File: config.mk
export PLATFORM = sky130hd
export DESIGN_NAME = pbg_port
export DESIGN_NICKNAME = d
export VERILOG_FILES = /design/src/pbg_sync.v /design/src/pbg_port.v
export VERILOG_INCLUDE_DIRS = /design/src
export SDC_FILE = /design/constraint.sdc
export NUM_CORES = 1
export LEC_CHECK = 0
export BUFFER_PORTS_ARGS = -buffer_cell sky130_fd_sc_hd__buf_2
export CAP_MARGIN = 20
export CORE_MARGIN = 4
export CORE_UTILIZATION = 40
export CTS_BUF_LIST = sky130_fd_sc_hd__clkbuf_4
export DETAILED_ROUTE_END_ITERATION = 10
export PLACE_DENSITY = 0.68
export SYNTH_ARGS = -nofsm -noshare
export SYNTH_HDL_FRONTEND = slang
export SYNTH_SLANG_ARGS = --single-unit
File: constraint.sdc
create_clock -name aclk -period 1.8 [get_ports aclk]
set_clock_uncertainty 0.15 [all_clocks]
set_input_delay 0.45 -clock aclk [delete_from_list [all_inputs] [get_ports aclk]]
set_output_delay 0.45 -clock aclk [all_outputs]
set_load 0.005 [all_outputs]
File: src/pbg_map.vh
// Register offsets, field positions and reset values of the port B block.
`ifndef PBG_MAP_VH
`define PBG_MAP_VH
// Register indices; each register is one aligned word at four times its index.
`define PBG_IDX_DATA 8'h06
`define PBG_IDX_DIR 8'h86
`define PBG_IDX_OPTION 8'h81
`define PBG_IDX_INTCTL 8'h0B
`define PBG_IDX_IRQ_STAT 8'hA0
`define PBG_IDX_IRQ_MASK 8'hA4
`define PBG_IDX_MODE 8'hA8
`define PBG_OFF_DATA {`PBG_IDX_DATA, 2'b00}
`define PBG_OFF_DIR {`PBG_IDX_DIR, 2'b00}
`define PBG_OFF_OPTION {`PBG_IDX_OPTION, 2'b00}
`define PBG_OFF_INTCTL {`PBG_IDX_INTCTL, 2'b00}
`define PBG_OFF_IRQ_STAT {`PBG_IDX_IRQ_STAT, 2'b00}
`define PBG_OFF_IRQ_MASK {`PBG_IDX_IRQ_MASK, 2'b00}
`define PBG_OFF_MODE {`PBG_IDX_MODE, 2'b00}
`define PBG_SETTLE_CYC 2'h3
`define PBG_BIT_PULLUP_DIS 7
`define PBG_BIT_CHANGE_IE 3
`define PBG_BIT_EXT_IE 4
`define PBG_BIT_EXT_EDGE 6
`define PBG_BIT_EXT_FLAG 1
`define PBG_BIT_CHANGE_FLAG 0
`define PBG_BIT_PROG_MODE 0
`define PBG_BIT_SLEEP 1
`define PBG_RST_DIR 8'hFF
`define PBG_RST_OPTION 8'hFF
`define PBG_RST_ZERO 8'h00
`define PBG_RESP_OKAY 2'b00
`define PBG_RESP_SLVERR 2'b10
`define PBG_CHG_LSB 4
`define PBG_CHG_MSB 7
`define PBG_PIN_EXT 0
`define PBG_PIN_PCLK 6
`define PBG_PIN_PDAT 7
`endif

File: src/pbg_sync.v
// Two-flop synchroniser for a bus of asynchronous pin inputs.
module pbg_sync #(
  parameter WIDTH = 8
) (
  input wire aclk,
  input wire aresetn,
  input wire [WIDTH-1:0] async_in,
  output reg [WIDTH-1:0] sync_out
);
  reg [WIDTH-1:0] meta_r;

  always @(posedge aclk)
  begin
    if (!aresetn)
    begin
      meta_r <= {WIDTH{1'b0}};
      sync_out <= {WIDTH{1'b0}};
    end
    else
    begin
      meta_r <= async_in;
      sync_out <= meta_r;
    end
  end
endmodule

File: src/pbg_port.v
// Eight-bit general-purpose port B with pull-ups, pin-change detect and AXI4-Lite registers.
`include "pbg_map.vh"

// Notes on behaviour
// - Eight bidirectional pins; a set direction bit makes the pin an input, a clear one drives the latch.
// - One active-low pull-up disable bit at option bit 7 turns on the pull-ups of all pins set as inputs when clear.
// - A pin set as an output never has its pull-up on, whatever the global enable.
// - After power-on reset all pull-ups are off.
// - Only pins 7 to 4 set as inputs take part in change detection.
// - Each taking part pin is compared with the value latched at the last port read or write; any mismatch sets bit 0 of interrupt control.
// - An enabled pin-change interrupt raises the wake request out of sleep.
// - Any read, or any write with strobe bit 0 set, of the port data register reloads the compare latch with the current pins.
// - A persisting mismatch keeps setting the flag, so software reads the port first, then clears it.
// - Pin 0 is also the external interrupt input, with a Schmitt buffer selected while that use is enabled.
// - Pins 6 and 7 are programming clock and data, with Schmitt buffers while programming mode is on.
module pbg_port #(
  parameter ADDR_WIDTH = 10
) (
  input wire aclk,
  input wire aresetn,
  input wire [ADDR_WIDTH-1:0] s_axi_awaddr,
  input wire s_axi_awvalid,
  output wire s_axi_awready,
  input wire [31:0] s_axi_wdata,
  input wire [3:0] s_axi_wstrb,
  input wire s_axi_wvalid,
  output wire s_axi_wready,
  output reg [1:0] s_axi_bresp,
  output reg s_axi_bvalid,
  input wire s_axi_bready,
  input wire [ADDR_WIDTH-1:0] s_axi_araddr,
  input wire s_axi_arvalid,
  output wire s_axi_arready,
  output reg [31:0] s_axi_rdata,
  output reg [1:0] s_axi_rresp,
  output reg s_axi_rvalid,
  input wire s_axi_rready,
  input wire [7:0] port_b_in,
  output reg [7:0] port_b_out,
  output reg [7:0] port_b_oe_n,
  output reg [7:0] pullup_en,
  output reg [7:0] schmitt_en,
  output reg prog_clock_pin,
  output reg prog_data_pin,
  output reg ext_interrupt_pin,
  output reg wake_req,
  output wire irq
);
  reg [7:0] port_b_data_reg_r;
  reg [7:0] port_b_direction_reg_r;
  reg [7:0] option_r;
  reg [7:0] interrupt_control_reg_r;
  reg [7:0] compare_r;
  reg [1:0] irq_stat_r;
  reg [1:0] irq_mask_r;
  reg [1:0] mode_r;
  reg [ADDR_WIDTH-1:0] awaddr_r;
  reg [31:0] wdata_r;
  reg [3:0] wstrb_r;
  reg aw_full_r;
  reg w_full_r;
  reg ext_prev_r;
  wire [7:0] pins_s;
  wire wr_go;
  wire rd_go;
  wire wr_data_hit;
  wire rd_data_hit;
  wire [3:0] chg_mask;
  wire mismatch;
  wire ext_edge;
  reg [31:0] rd_val;
  reg rd_ok;
  reg wr_ok;
  reg [7:0] ic_nxt;
  reg [7:0] schmitt_nxt;
  reg [1:0] settle_r;
  wire [7:0] pullup_nxt;
  wire [3:0] pin_mismatch;
  wire ext_rise;
  wire ext_fall;
  wire ext_settled;
  wire wr_lo;
  wire stat_rd_hit;
  wire wake_nxt;
  genvar gi;

  // No logic reads the raw pins; everything below sees the synchronised copy.
  pbg_sync #(
    .WIDTH(8)
  ) u_sync (
    .aclk(aclk),
    .aresetn(aresetn),
    .async_in(port_b_in),
    .sync_out(pins_s)
  );

  assign s_axi_awready = !aw_full_r && !s_axi_bvalid;
  assign s_axi_wready = !w_full_r && !s_axi_bvalid;
  assign s_axi_arready = !s_axi_rvalid;
  assign wr_go = aw_full_r && w_full_r && !s_axi_bvalid;
  assign rd_go = s_axi_arvalid && s_axi_arready;
  assign wr_data_hit = wr_go && (awaddr_r == `PBG_OFF_DATA) && wstrb_r[0];
  assign rd_data_hit = rd_go && (s_axi_araddr == `PBG_OFF_DATA);
  assign wr_lo = wr_go && wstrb_r[0];
  assign stat_rd_hit = rd_go && (s_axi_araddr == `PBG_OFF_IRQ_STAT);

  // Outputs are excluded from comparison by masking with the direction bits.
  assign chg_mask = port_b_direction_reg_r[`PBG_CHG_MSB:`PBG_CHG_LSB];
  generate
    for (gi = 0; gi < 4; gi = gi + 1)
    begin : g_chg
      assign pin_mismatch[gi] = chg_mask[gi]
        && (pins_s[`PBG_CHG_LSB + gi] != compare_r[`PBG_CHG_LSB + gi]);
    end
  endgenerate

  // The per-pin mismatch results are ORed into one condition.
  assign mismatch = |pin_mismatch;

  // Edges are ignored until the synchroniser and the previous-value flop hold real pin data.
  assign ext_settled = (settle_r == `PBG_SETTLE_CYC);
  assign ext_rise = pins_s[`PBG_PIN_EXT] && !ext_prev_r;
  assign ext_fall = !pins_s[`PBG_PIN_EXT] && ext_prev_r;
  assign ext_edge = ext_settled && (option_r[`PBG_BIT_EXT_EDGE] ? ext_rise : ext_fall);

  // A pin's pull-up needs the global enable and an input direction.
  generate
    for (gi = 0; gi < 8; gi = gi + 1)
    begin : g_pull
      assign pullup_nxt[gi] = !option_r[`PBG_BIT_PULLUP_DIS]
        && port_b_direction_reg_r[gi];
    end
  endgenerate

  // Only pins with a special input use get the Schmitt buffer.
  always @*
  begin
    schmitt_nxt = 8'h00;
    schmitt_nxt[`PBG_PIN_EXT] = interrupt_control_reg_r[`PBG_BIT_EXT_IE];
    schmitt_nxt[`PBG_PIN_PCLK] = mode_r[`PBG_BIT_PROG_MODE];
    schmitt_nxt[`PBG_PIN_PDAT] = mode_r[`PBG_BIT_PROG_MODE];
  end

  assign wake_nxt = mode_r[`PBG_BIT_SLEEP] && interrupt_control_reg_r[`PBG_BIT_CHANGE_FLAG]
    && interrupt_control_reg_r[`PBG_BIT_CHANGE_IE];
  assign irq = |(irq_stat_r & irq_mask_r);

  always @*
  begin
    rd_val = 32'h00000000;
    rd_ok = 1'b1;
    case (s_axi_araddr)
      `PBG_OFF_DATA: rd_val[7:0] = pins_s;
      `PBG_OFF_DIR: rd_val[7:0] = port_b_direction_reg_r;
      `PBG_OFF_OPTION: rd_val[7:0] = option_r;
      `PBG_OFF_INTCTL: rd_val[7:0] = interrupt_control_reg_r;
      `PBG_OFF_IRQ_STAT: rd_val[1:0] = irq_stat_r;
      `PBG_OFF_IRQ_MASK: rd_val[1:0] = irq_mask_r;
      `PBG_OFF_MODE: rd_val[1:0] = mode_r;
      default: rd_ok = 1'b0;
    endcase
  end

  always @*
  begin
    case (awaddr_r)
      `PBG_OFF_DATA: wr_ok = 1'b1;
      `PBG_OFF_DIR: wr_ok = 1'b1;
      `PBG_OFF_OPTION: wr_ok = 1'b1;
      `PBG_OFF_INTCTL: wr_ok = 1'b1;
      `PBG_OFF_IRQ_STAT: wr_ok = 1'b1;
      `PBG_OFF_IRQ_MASK: wr_ok = 1'b1;
      `PBG_OFF_MODE: wr_ok = 1'b1;
      default: wr_ok = 1'b0;
    endcase
  end

  // Software writes land first, then hardware events are ORed in so a set wins.
  always @*
  begin
    ic_nxt = interrupt_control_reg_r;
    if (wr_lo && (awaddr_r == `PBG_OFF_INTCTL))
      ic_nxt = wdata_r[7:0];
    if (mismatch)
      ic_nxt[`PBG_BIT_CHANGE_FLAG] = 1'b1;
    if (ext_edge)
      ic_nxt[`PBG_BIT_EXT_FLAG] = 1'b1;
  end

  always @(posedge aclk)
  begin
    if (!aresetn)
    begin
      port_b_data_reg_r <= `PBG_RST_ZERO;
      port_b_direction_reg_r <= `PBG_RST_DIR;
      option_r <= `PBG_RST_OPTION;
      interrupt_control_reg_r <= `PBG_RST_ZERO;
      compare_r <= `PBG_RST_ZERO;
      irq_stat_r <= 2'b00;
      irq_mask_r <= 2'b00;
      mode_r <= 2'b00;
      awaddr_r <= {ADDR_WIDTH{1'b0}};
      wdata_r <= 32'h00000000;
      wstrb_r <= 4'h0;
      aw_full_r <= 1'b0;
      w_full_r <= 1'b0;
      s_axi_bvalid <= 1'b0;
      s_axi_bresp <= `PBG_RESP_OKAY;
      s_axi_rvalid <= 1'b0;
      s_axi_rresp <= `PBG_RESP_OKAY;
      s_axi_rdata <= 32'h00000000;
      ext_prev_r <= 1'b0;
      settle_r <= 2'h0;
    end
    else
    begin
      ext_prev_r <= pins_s[`PBG_PIN_EXT];
      if (!ext_settled)
        settle_r <= settle_r + 2'h1;
      if (s_axi_awvalid && s_axi_awready)
      begin
        awaddr_r <= s_axi_awaddr;
        aw_full_r <= 1'b1;
      end
      if (s_axi_wvalid && s_axi_wready)
      begin
        wdata_r <= s_axi_wdata;
        wstrb_r <= s_axi_wstrb;
        w_full_r <= 1'b1;
      end
      if (wr_go)
      begin
        aw_full_r <= 1'b0;
        w_full_r <= 1'b0;
        s_axi_bvalid <= 1'b1;
        s_axi_bresp <= wr_ok ? `PBG_RESP_OKAY : `PBG_RESP_SLVERR;
        if (wstrb_r[0])
        begin
          case (awaddr_r)
            `PBG_OFF_DATA: port_b_data_reg_r <= wdata_r[7:0];
            `PBG_OFF_DIR: port_b_direction_reg_r <= wdata_r[7:0];
            `PBG_OFF_OPTION: option_r <= wdata_r[7:0];
            `PBG_OFF_IRQ_MASK: irq_mask_r <= wdata_r[1:0];
            `PBG_OFF_MODE: mode_r <= wdata_r[1:0];
            default: mode_r <= mode_r;
          endcase
        end
      end
      else if (s_axi_bvalid && s_axi_bready)
        s_axi_bvalid <= 1'b0;
      if (rd_data_hit || wr_data_hit)
        compare_r <= pins_s;
      interrupt_control_reg_r <= ic_nxt;
      if (rd_go)
      begin
        s_axi_rvalid <= 1'b1;
        s_axi_rdata <= rd_val;
        s_axi_rresp <= rd_ok ? `PBG_RESP_OKAY : `PBG_RESP_SLVERR;
      end
      else if (s_axi_rvalid && s_axi_rready)
        s_axi_rvalid <= 1'b0;
      // Sticky status: read clears, but a new event in the same cycle stays set.
      if (stat_rd_hit)
        irq_stat_r <= {ext_edge, mismatch};
      else
        irq_stat_r <= irq_stat_r | {ext_edge, mismatch};
    end
  end

  // Pin drive, pull-ups, buffer selection and wake request.
  always @(posedge aclk)
  begin
    if (!aresetn)
    begin
      port_b_out <= 8'h00;
      port_b_oe_n <= 8'hFF;
      pullup_en <= 8'h00;
      schmitt_en <= 8'h00;
      prog_clock_pin <= 1'b0;
      prog_data_pin <= 1'b0;
      ext_interrupt_pin <= 1'b0;
      wake_req <= 1'b0;
    end
    else
    begin
      port_b_out <= port_b_data_reg_r;
      port_b_oe_n <= port_b_direction_reg_r;
      pullup_en <= pullup_nxt;
      schmitt_en <= schmitt_nxt;
      prog_clock_pin <= pins_s[`PBG_PIN_PCLK] & mode_r[`PBG_BIT_PROG_MODE];
      prog_data_pin <= pins_s[`PBG_PIN_PDAT] & mode_r[`PBG_BIT_PROG_MODE];
      ext_interrupt_pin <= pins_s[`PBG_PIN_EXT];
      wake_req <= wake_nxt;
    end
  end
endmodule

==> After elaboration in Yosys (flattened, before gate mapping) <==
Cells that the tools add are included.
{ "op_classes": {"n_mul": 0, "n_addsub": 1, "reduce_logical": 54, "shift": 0, "mux": 15, "n_lt_le_gt_ge": 0, "eq_ne": 19, "bitwise_logic": 5, "div": 0} }
{ "ops": {"columns": ["operator", "n"], "rows": [
  ["$eq 10x10->1 const B", 10],
  ["$logic_and 1x1->1", 32],
  ["$pmux 6 s4", 1],
  ["$eq 10x5->1 const B", 2],
  ["$eq 10x6->1 const B", 2],
  ["$reduce_and 3->1", 5],
  ["$pmux 2 s7", 1],
  ["$reduce_or 7->1", 2],
  ["$mux 1", 9],
  ["$mux 2", 4],
  ["$reduce_bool 2->1", 4],
  ["$logic_not 1->1", 7],
  ["$ne 1x1->1", 4],
  ["$reduce_or 2->1", 2],
  ["$reduce_or 4->1", 1],
  ["$add 2x1->2 const B", 1],
  ["$and 1x1->1", 2],
  ["$and 2x2->2", 1],
  ["$eq 2x2->1 const B", 1],
  ["$or 2x2->2", 1],
  ["$logic_or 1x1->1", 1],
  ["$not 1->1", 1]
]} }
{ "totals": {"out_inout_bits": 78, "mem_bits_ro": 0, "elab_cells": 126, "register_bits": 134, "n_memories": 0, "latch_bits": 0, "inputBits": 71, "mem_bits_rw": 0} }

==> Longest topological paths before layout <==
Gate-level depths: netlist (run 1).
{ "logic_depth": {"depth_word": 6, "ltp_mapped": 6, "depth_no_buf": 4} }

==> Modules after synthesis <==
From an unflattened synthesis (run 1), not the netlist that was laid out.
{ "hier_totals": {"hier_cells": 485, "hier_area_um2": 4911.0} }
{ "by_module_without_submodules": {"columns": ["module", "cells_each", "area_per_inst_um2", "n_inst", "seq_area_each_um2"], "rows": [
  ["pbg_port", 452, 4464.3, 1, 2142.1],
  ["pbg_sync", 33, 446.7, 1, 320.3]
]} }

==> Least setup slack after synthesis (run 1) <==
No wires, ideal clock.
{ "synth_timing": {"path_kind": "input port to flip-flop", "startpoint": "in s_axi_araddr[6]", "endpoint": "reg s_axi_rdata[7]", "slack_ns": -0.088, "setup_ns": 0.079, "t_required_ns": 1.571, "arrival_time_ns": 1.659, "cell_stages": 5, "path_buffers": 1, "path_cell_list": "or3_4 > buf_6 > a2111oi_4 > o211ai_2 > a22oi_1"} }
{ "synth_between": {"elab_chain_len": 2, "elab_cells_between_ends": 5, "classes_between": "4 x eq/ne; 1 x mux"} }
{ "synth_rtl": {"columns": ["element", "line_no", "text"], "rows": [
  ["start: declaration", "pbg_port.v:31", "input wire [ADDR_WIDTH-1:0] s_axi_araddr,"],
  ["$eq 10x6->1, or another cell as far along", "pbg_port.v:152", "case (s_axi_araddr)"],
  ["$pmux 6 s4 *", "pbg_port.v:152", null],
  ["end signal: assignment", "pbg_port.v:257", "s_axi_rdata <= rd_val;"],
  ["end: declaration", "pbg_port.v:34", "output reg [31:0] s_axi_rdata,"]
]} }
Mark *: on every way between the ends. The rest lies on a longest branch, timed or not.
A chain may end at the register's enable or synchronous reset.

==> Worst setup path in the final report (run 1) <==
{ "layout_timing": {"startpoint": "reg irq_mask_r[0]", "endpoint": "out irq"} }
{ "layout_between": {"elab_chain_len": 2} }
{ "layout_rtl": {"columns": ["element", "line_no", "text"], "rows": [
  ["start: declaration", "pbg_port.v:55", "reg [1:0] irq_mask_r;"],
  ["start signal: assignment", "pbg_port.v:243", "`PBG_OFF_IRQ_MASK: irq_mask_r <= wdata_r[1:0];"],
  ["$and 2x2->2", "pbg_port.v:146", "assign irq = |(irq_stat_r & irq_mask_r);"],
  ["$reduce_or 2->1", "pbg_port.v:146", null],
  ["end: declaration", "pbg_port.v:47", "output wire irq"]
]} }
No other way between the ends.

==> results of run 1 <==
## registers in the layout, summed over array words and instances, names as in the netlist, 4 cells and up
signal,cells
option_r,8
s_axi_rdata,8
awaddr_r,10
wdata_r,8
pullup_en,8
interrupt_control_reg_r,8
u_sync.sync_out,8
port_b_out,8
compare_r,4
u_sync.meta_r,8
port_b_oe_n,8
port_b_direction_reg_r,8
port_b_data_reg_r,8
## area by class of cell
type | count | area [sq um] | area share, %
antenna | 1 | 2.50 | 0.0394
clock buffer | 20 | 150 | 2.36
clock inverter | 10 | 78.8 | 1.24
inverter | 8 | 30.0 | 0.473
multi-input combinational | 374 | 2450 | 38.6
sequential | 123 | 2470 | 38.9
tap | 172 | 215 | 3.39
timing repair buffer | 147 | 948 | 14.9
## power groups by stage
| stage | Clock, mW | Combinational (mW) | Sequential [mW] |
|---|---|---|---|
| 6_report | 1.64 | 0.510 | 2.88 |
| 4_1_cts | 1.68 | 0.496 | 2.88 |
| 5_1_grt | 1.82 | 0.576 | 2.89 |
| 3_5_place_dp | 0 | 0.462 | 2.94 |
| 3_3_place_gp | 0 | 0.452 | 2.93 |
| 2_1_floorplan | 0 | 0.333 | 2.91 |
## per-stage QoR
step	total power, mW	setup slack [ns]	hold slack (ns)	util [%]
5_1_grt	5.29	-0.0975	0.00252	50.3
2_1_floorplan	3.24	-0.0880	0.262	-
4_1_cts	5.06	-0.0593	0.00152	49.7
3_5_place_dp	3.40	-0.280	0.267	46.3
3_3_place_gp	3.38	-0.235	0.269	46.3
6_report	5.03	-0.00643	0.0432	50.3
## path summary, 6_finish.rpt
kind	startpoint	endpoint	slack [ns]	cells after the start
worst max-delay path	irq_mask_r[0]	irq	-0.006	2
worst min-delay path	s_axi_wdata[0]	wdata_r[0]	0.04	3
worst max register to register	awaddr_r[0]	port_b_data_reg_r[0]	0.06	5
worst min register to register	u_sync.meta_r[4]	u_sync.sync_out[4]	0.28	1
## worst max-delay path, delay by kind of cell, from the launching register on
family                 cells  cell delay, ns
DFF                        1            0.35
AOI/OAI and AO/OA          1            0.22
buffers and inverters      1            0.13
## timing repair
item                                    4_1_cts  5_1_grt
pin swaps                                     0        5
hold buffers                                 18        2
hold endpoints to repair                     17        2
gates resized for setup                       4       16
endpoints found under the setup margin        4       25
buffers inserted                              0        1
## cell families after synthesis
family,after synthesis,share of synthesized area [%]
and+or+nand+nor,222,24.8
DFF,123,47.9
AOI/OAI and AO/OA,74,10.4
buffers and inverters,66,7.71
muxes,41,8.05
xor gates and xnor gates,5,0.852
adders and majority gates,1,0.243
other,1,0.0729
## cell usage after synthesis (all sizes together), types with 3 or more instances
master  instances  area share (%)
xor2            4            0.68
nand2b         13             1.6
o21a            3            0.44
inv             8            0.58
nand3          17             1.7
dfxtp         123              48
a21boi         22             3.3
nor3b           4            0.58
nor4            9             1.8
nand4           5            0.73
nand2          69             5.0
a31oi           5            0.61
buf            41             5.9
and3            4            0.49
mux2i          38             7.4
a22oi           5            0.73
nand3b          5            0.73
and2           41             5.0
o21ai          20             1.9
nor3            6            0.80
clkbuf         17             1.3
mux2            3            0.66
nor2b          21             2.6
a221oi          5            0.85
and3b           3            0.51
nor4bb          3            0.58
nor2           12            0.88
## routing by layer
layer,GRT usage [%],vias to the layer above,part of all wire (%)
li1,-,2047,-
met1,20.5,1822,45
met2,27.3,89,49
met3,5.08,15,4.7
met4,4.83,0,1.4
met5,0,-,0
==> results.ini, run 1 <==
[run_status]
status = complete, but fails checks
violations = setup timing

[synth]
ys_async_sr_fraction_pct = 0
ys_types = 61
syn-instance-count = 533
synth_area_sq_um = 5140
synth_edf_count = 0
yosys_warnings = 0
ys_seq_area_share_pct = 47.9
dominantRegCellSynth = dfxtp_1
syn_avg_cell_area_sq_um = 9.65
synth_seq_cells = 123

[floorplanning]
dieArea_sq_um = 14700
ios = 149
start_util_pct = 40.7
coreArea_sq_um = 12600
fp.dieH_microns = 121
fp.dieW_microns = 121
rows = 41

[worst_setup_path]
start_kind = flip-flop
crit_slowest_cell = dfxtp_2
worstSetupPathType = flip-flop to primary output
worst_ep_required_time_ns = 1.20
worstPathCellList = a22o_1 -> buf_2
critical_path.max_stage_delay_ns = 0.35
crit_path_end_kind = primary output
cp_max_fo = 3
crit_arrival_ns = 1.21

[power_and_ir_drop]
pwr-share-seq_pct = 57.2
p_switching_mw = 1.28
leakage_nw = 2.82
switching_share_pct = 25.5
power_density_nw_per_um2 = 792
combPwrFrac_pct = 10.1
peakVddDrop_mv = 0.282
power.internal_mw = 3.75
clockPowerShare_pct = 32.7

[clock_tree]
clk_latency_ns = 0.51
clkSlewWorstSetupHoldPaths_ns = 0.10
htree_num_levels = 4
cts_sinks = 123
clock_path_buffers = 2
numCtsBuffers = 17
cts_tree = yes
root_buffer = clkbuf_4

[run]
maxCapViolCount = 0

[timing]
setup_viol = 1
hold_viol = 0
finalMaxSlewViolations = 0
setup_tns_ns = -0.00643
setup_ws_ns = -0.00643
rsz0062_at_grt = true
timing.fmax_mhz = 554
period_needed_ns = 1.81
finalCritPeriodShare_pct = 100

[cells_and_area]
finalInstanceArea_sq_um = 6350
final_cell_mix = dfxtp_1, buf_2, nand2_1
instances_no_fill = 855
drive_gt1_share_pct = 27.4
area_delta_synth_final_pct = 23.5
final_common_cell = dfxtp_1
nNetsFinal = 743
fillers = 1213

[routing]
drc = 0
drt_first_pass_iters = 4
wirelength_microns = 11700
final_antenna_net_count = 0
wl_per_cell_microns = 13.7
drt-initial-drc-count = 181
viasPerCell = 4.65
via_count = 3973

[global_route]
grt_usage_pct = 16.4
grt_max_degree = 42
grt.overflow.total = 0
grt_pass1_vias = 3901
grt_pass1_wl_microns = 19000
antenna_found_initial = 0

[hold_path]
hold_class = primary input to flip-flop

[placement]
gp_congestion = 0.869
port_buffers = 90
place_area_sq_um = 5850
dp_hpwl_microns = 8840
placed_cells = 803

Power figures use the tool's default switching activity.
==> inputs of run 2 (changes only) <==
--- a/config.mk
+++ b/config.mk
@@ -9,10 +9,10 @@
 export BUFFER_PORTS_ARGS = -buffer_cell sky130_fd_sc_hd__buf_2
 export CAP_MARGIN = 20
 export CORE_MARGIN = 4
-export CORE_UTILIZATION = 40
+export CORE_UTILIZATION = 48
 export CTS_BUF_LIST = sky130_fd_sc_hd__clkbuf_4
 export DETAILED_ROUTE_END_ITERATION = 10
-export PLACE_DENSITY = 0.68
+export PLACE_DENSITY = 0.79
 export SYNTH_ARGS = -nofsm -noshare
 export SYNTH_HDL_FRONTEND = slang
 export SYNTH_SLANG_ARGS = --single-unit
==> run 2 against run 1 <==
Non-clock buffer count up 8. Die area down 16%. Routed wire length up 3.1%. Power up 7.8%. Core utilization up 12 points. Global-route usage up 3.1 points. Critical endpoint unchanged. Via count up 3.3%. The flow still finishes with violations (setup timing). Sequential cell count unchanged. Critical path depth unchanged. Largest cell class unchanged.
==> results.ini, run 2 (same netlist as run 1, synthesis figures left out) <==
[cells_and_area]
final_cell_mix = dfxtp_1, buf_2, nand2_1
drive_gt1_share_pct = 27.7
area_delta_synth_final_pct = 25.5
num_antenna_cells = 0
nNetsFinal = 751
fillers = 906
multiInputGateArea_sq_um = 2440
largest_reg_flops = 10
largest_register = awaddr_r
register_area_sq_um = 2480
finalInstanceArea_sq_um = 6450
final_common_cell = dfxtp_1
final_core_util_pct = 62.2

[worst_setup_path]
cp_max_fo = 2
crit_end = irq
r2r_slack_ns = 0.09
path_buf_inv = 1
crit_slowest_cell = dfxtp_2
worstPathCellList = a22o_1 -> buf_2
path_depth = 2
worst_ep_required_time_ns = 1.20
r2r_cells = 5
crit_path_end_kind = primary output
path_delay_family = flip-flops
start_kind = flip-flop
critical_path.max_stage_delay_ns = 0.34
crit_arrival_ns = 1.21
worstSetupPathType = flip-flop to primary output
worstReg2RegStart = w_full_r
crit_start = irq_mask_r[0]
rr_endpoint = interrupt_control_reg_r[1]

[placement]
port_buffers = 90
gp_congestion = 0.859
dp_hpwl_microns = 8830
place_area_sq_um = 5810
place_ws_ns = -0.291

[routing]
via_count = 4105
drt_first_pass_iters = 5
drc = 0
wirelength_microns = 12100
viasPerCell = 4.96
wl_per_cell_microns = 14.6
drt-initial-drc-count = 204
final_antenna_net_count = 0

[global_route]
grt_pass1_vias = 4018
grt_usage_pct = 19.5
antenna_found_initial = 0
grt.overflow.total = 0
grt_max_degree = 45
grt_pass1_wl_microns = 19500

[clock_tree]
clock_path_buffers = 2
root_buffer = clkbuf_4
htree_num_levels = 4
numCtsBuffers = 17
cts_sinks = 123
clkSlewWorstSetupHoldPaths_ns = 0.11
cts_tree = yes
clk_latency_ns = 0.53

[power_and_ir_drop]
leakage_nw = 2.87
power_density_nw_per_um2 = 841
peakVddDrop_mv = 0.480

[floorplanning]
fp.dieH_microns = 112
fp.dieW_microns = 112
ios = 149
coreArea_sq_um = 10400
rows = 37
start_util_pct = 49.6
dieArea_sq_um = 12400

[timing]
finalCritPeriodShare_pct = 100
setup_viol = 1
hold_viol = 0
finalMaxSlewViolations = 0
timing.fmax_mhz = 553
hold_ws_ns = 0.0321
setup_ws_ns = -0.00760
period_needed_ns = 1.81
rsz0062_at_grt = true

[hold_path]
hold_class = primary input to flip-flop

[run_status]
status = complete, but fails checks
violations = setup timing

[run]
maxCapViolCount = 0

## run 2: changes by cell type in the layout (fill, tap and decap cells not counted), sizes merged
cell | before | now
buf | 127 | 129
bufinv | 1 | 3
clkbuf | 20 | 17
clkinv | 7 | 8
clkinvlp | 2 | 3
diode | 1 | 0
dlygate4sd3 | 20 | 26
inv | 8 | 9
## run 2: worst min path at each step
stage	startpoint	to	slack, ns	cells past startpoint
after global placement	u_sync.meta_r[6]	u_sync.sync_out[6]	0.27	1
after detailed placement	u_sync.meta_r[2]	u_sync.sync_out[2]	0.27	1
after CTS	s_axi_wdata[3]	wdata_r[3]	0.0008	3
after global routing	s_axi_awaddr[9]	awaddr_r[9]	0.01	3
after floorplan	u_sync.meta_r[0]	u_sync.sync_out[0]	0.26	1
final	s_axi_awaddr[9]	awaddr_r[9]	0.03	3
## run 2: where the power goes
group          switching (mW)  internal, mW
clock                    1.06         0.958
combinational           0.258         0.270
sequential             0.0839          2.80
## run 2: repair_timing
action                                  4_1_cts  5_1_grt
cloned                                        0        0
endpoints found under the hold margin        23        2
gates resized for setup                       3       18
buffers inserted                              1        2
endpoints found under the setup margin        3       27
pin swaps                                     0        4
hold buffers                                 24        2
## run 2: cell type report
type	count	share of cell area, %
clock buffer	17	1.98
clock inverter	15	2.69
inverter	8	0.465
multi-input combinational	374	37.9
sequential	123	38.4
tap	136	2.64
timing repair buffer	155	16.0
## run 2: layer usage
metal / part of all wire [%] / global-route usage, % / up-vias / wire length (microns)
met5: 0 / 0 / - / 0
met4: 1.7 / 7.79 / 0 / 201
met3: 5.2 / 5.43 / 23 / 630
met2: 51 / 34.2 / 104 / 6120
met1: 42 / 22.4 / 1905 / 5120
li1: - / - / 2073 / -
## run 2: through the flow
step	total power [mW]	TNS [ns]	cells
2_1_floorplan	3.24	-0.425	563
3_3_place_gp	3.38	-2.88	767
3_5_place_dp	3.40	-3.19	767
4_1_cts	5.44	-0.0377	824
5_1_grt	5.63	-0.187	828
6_report	5.43	-0.00760	828
## run 2: worst register-to-register path: cells and delay by family, from the launching register on
kind | cells | cell delay (ns)
compound gates | 1 | 0.10
buf+inv | 1 | 0.20
flops | 1 | 0.39
mux | 1 | 0.18
simple gates | 2 | 0.56
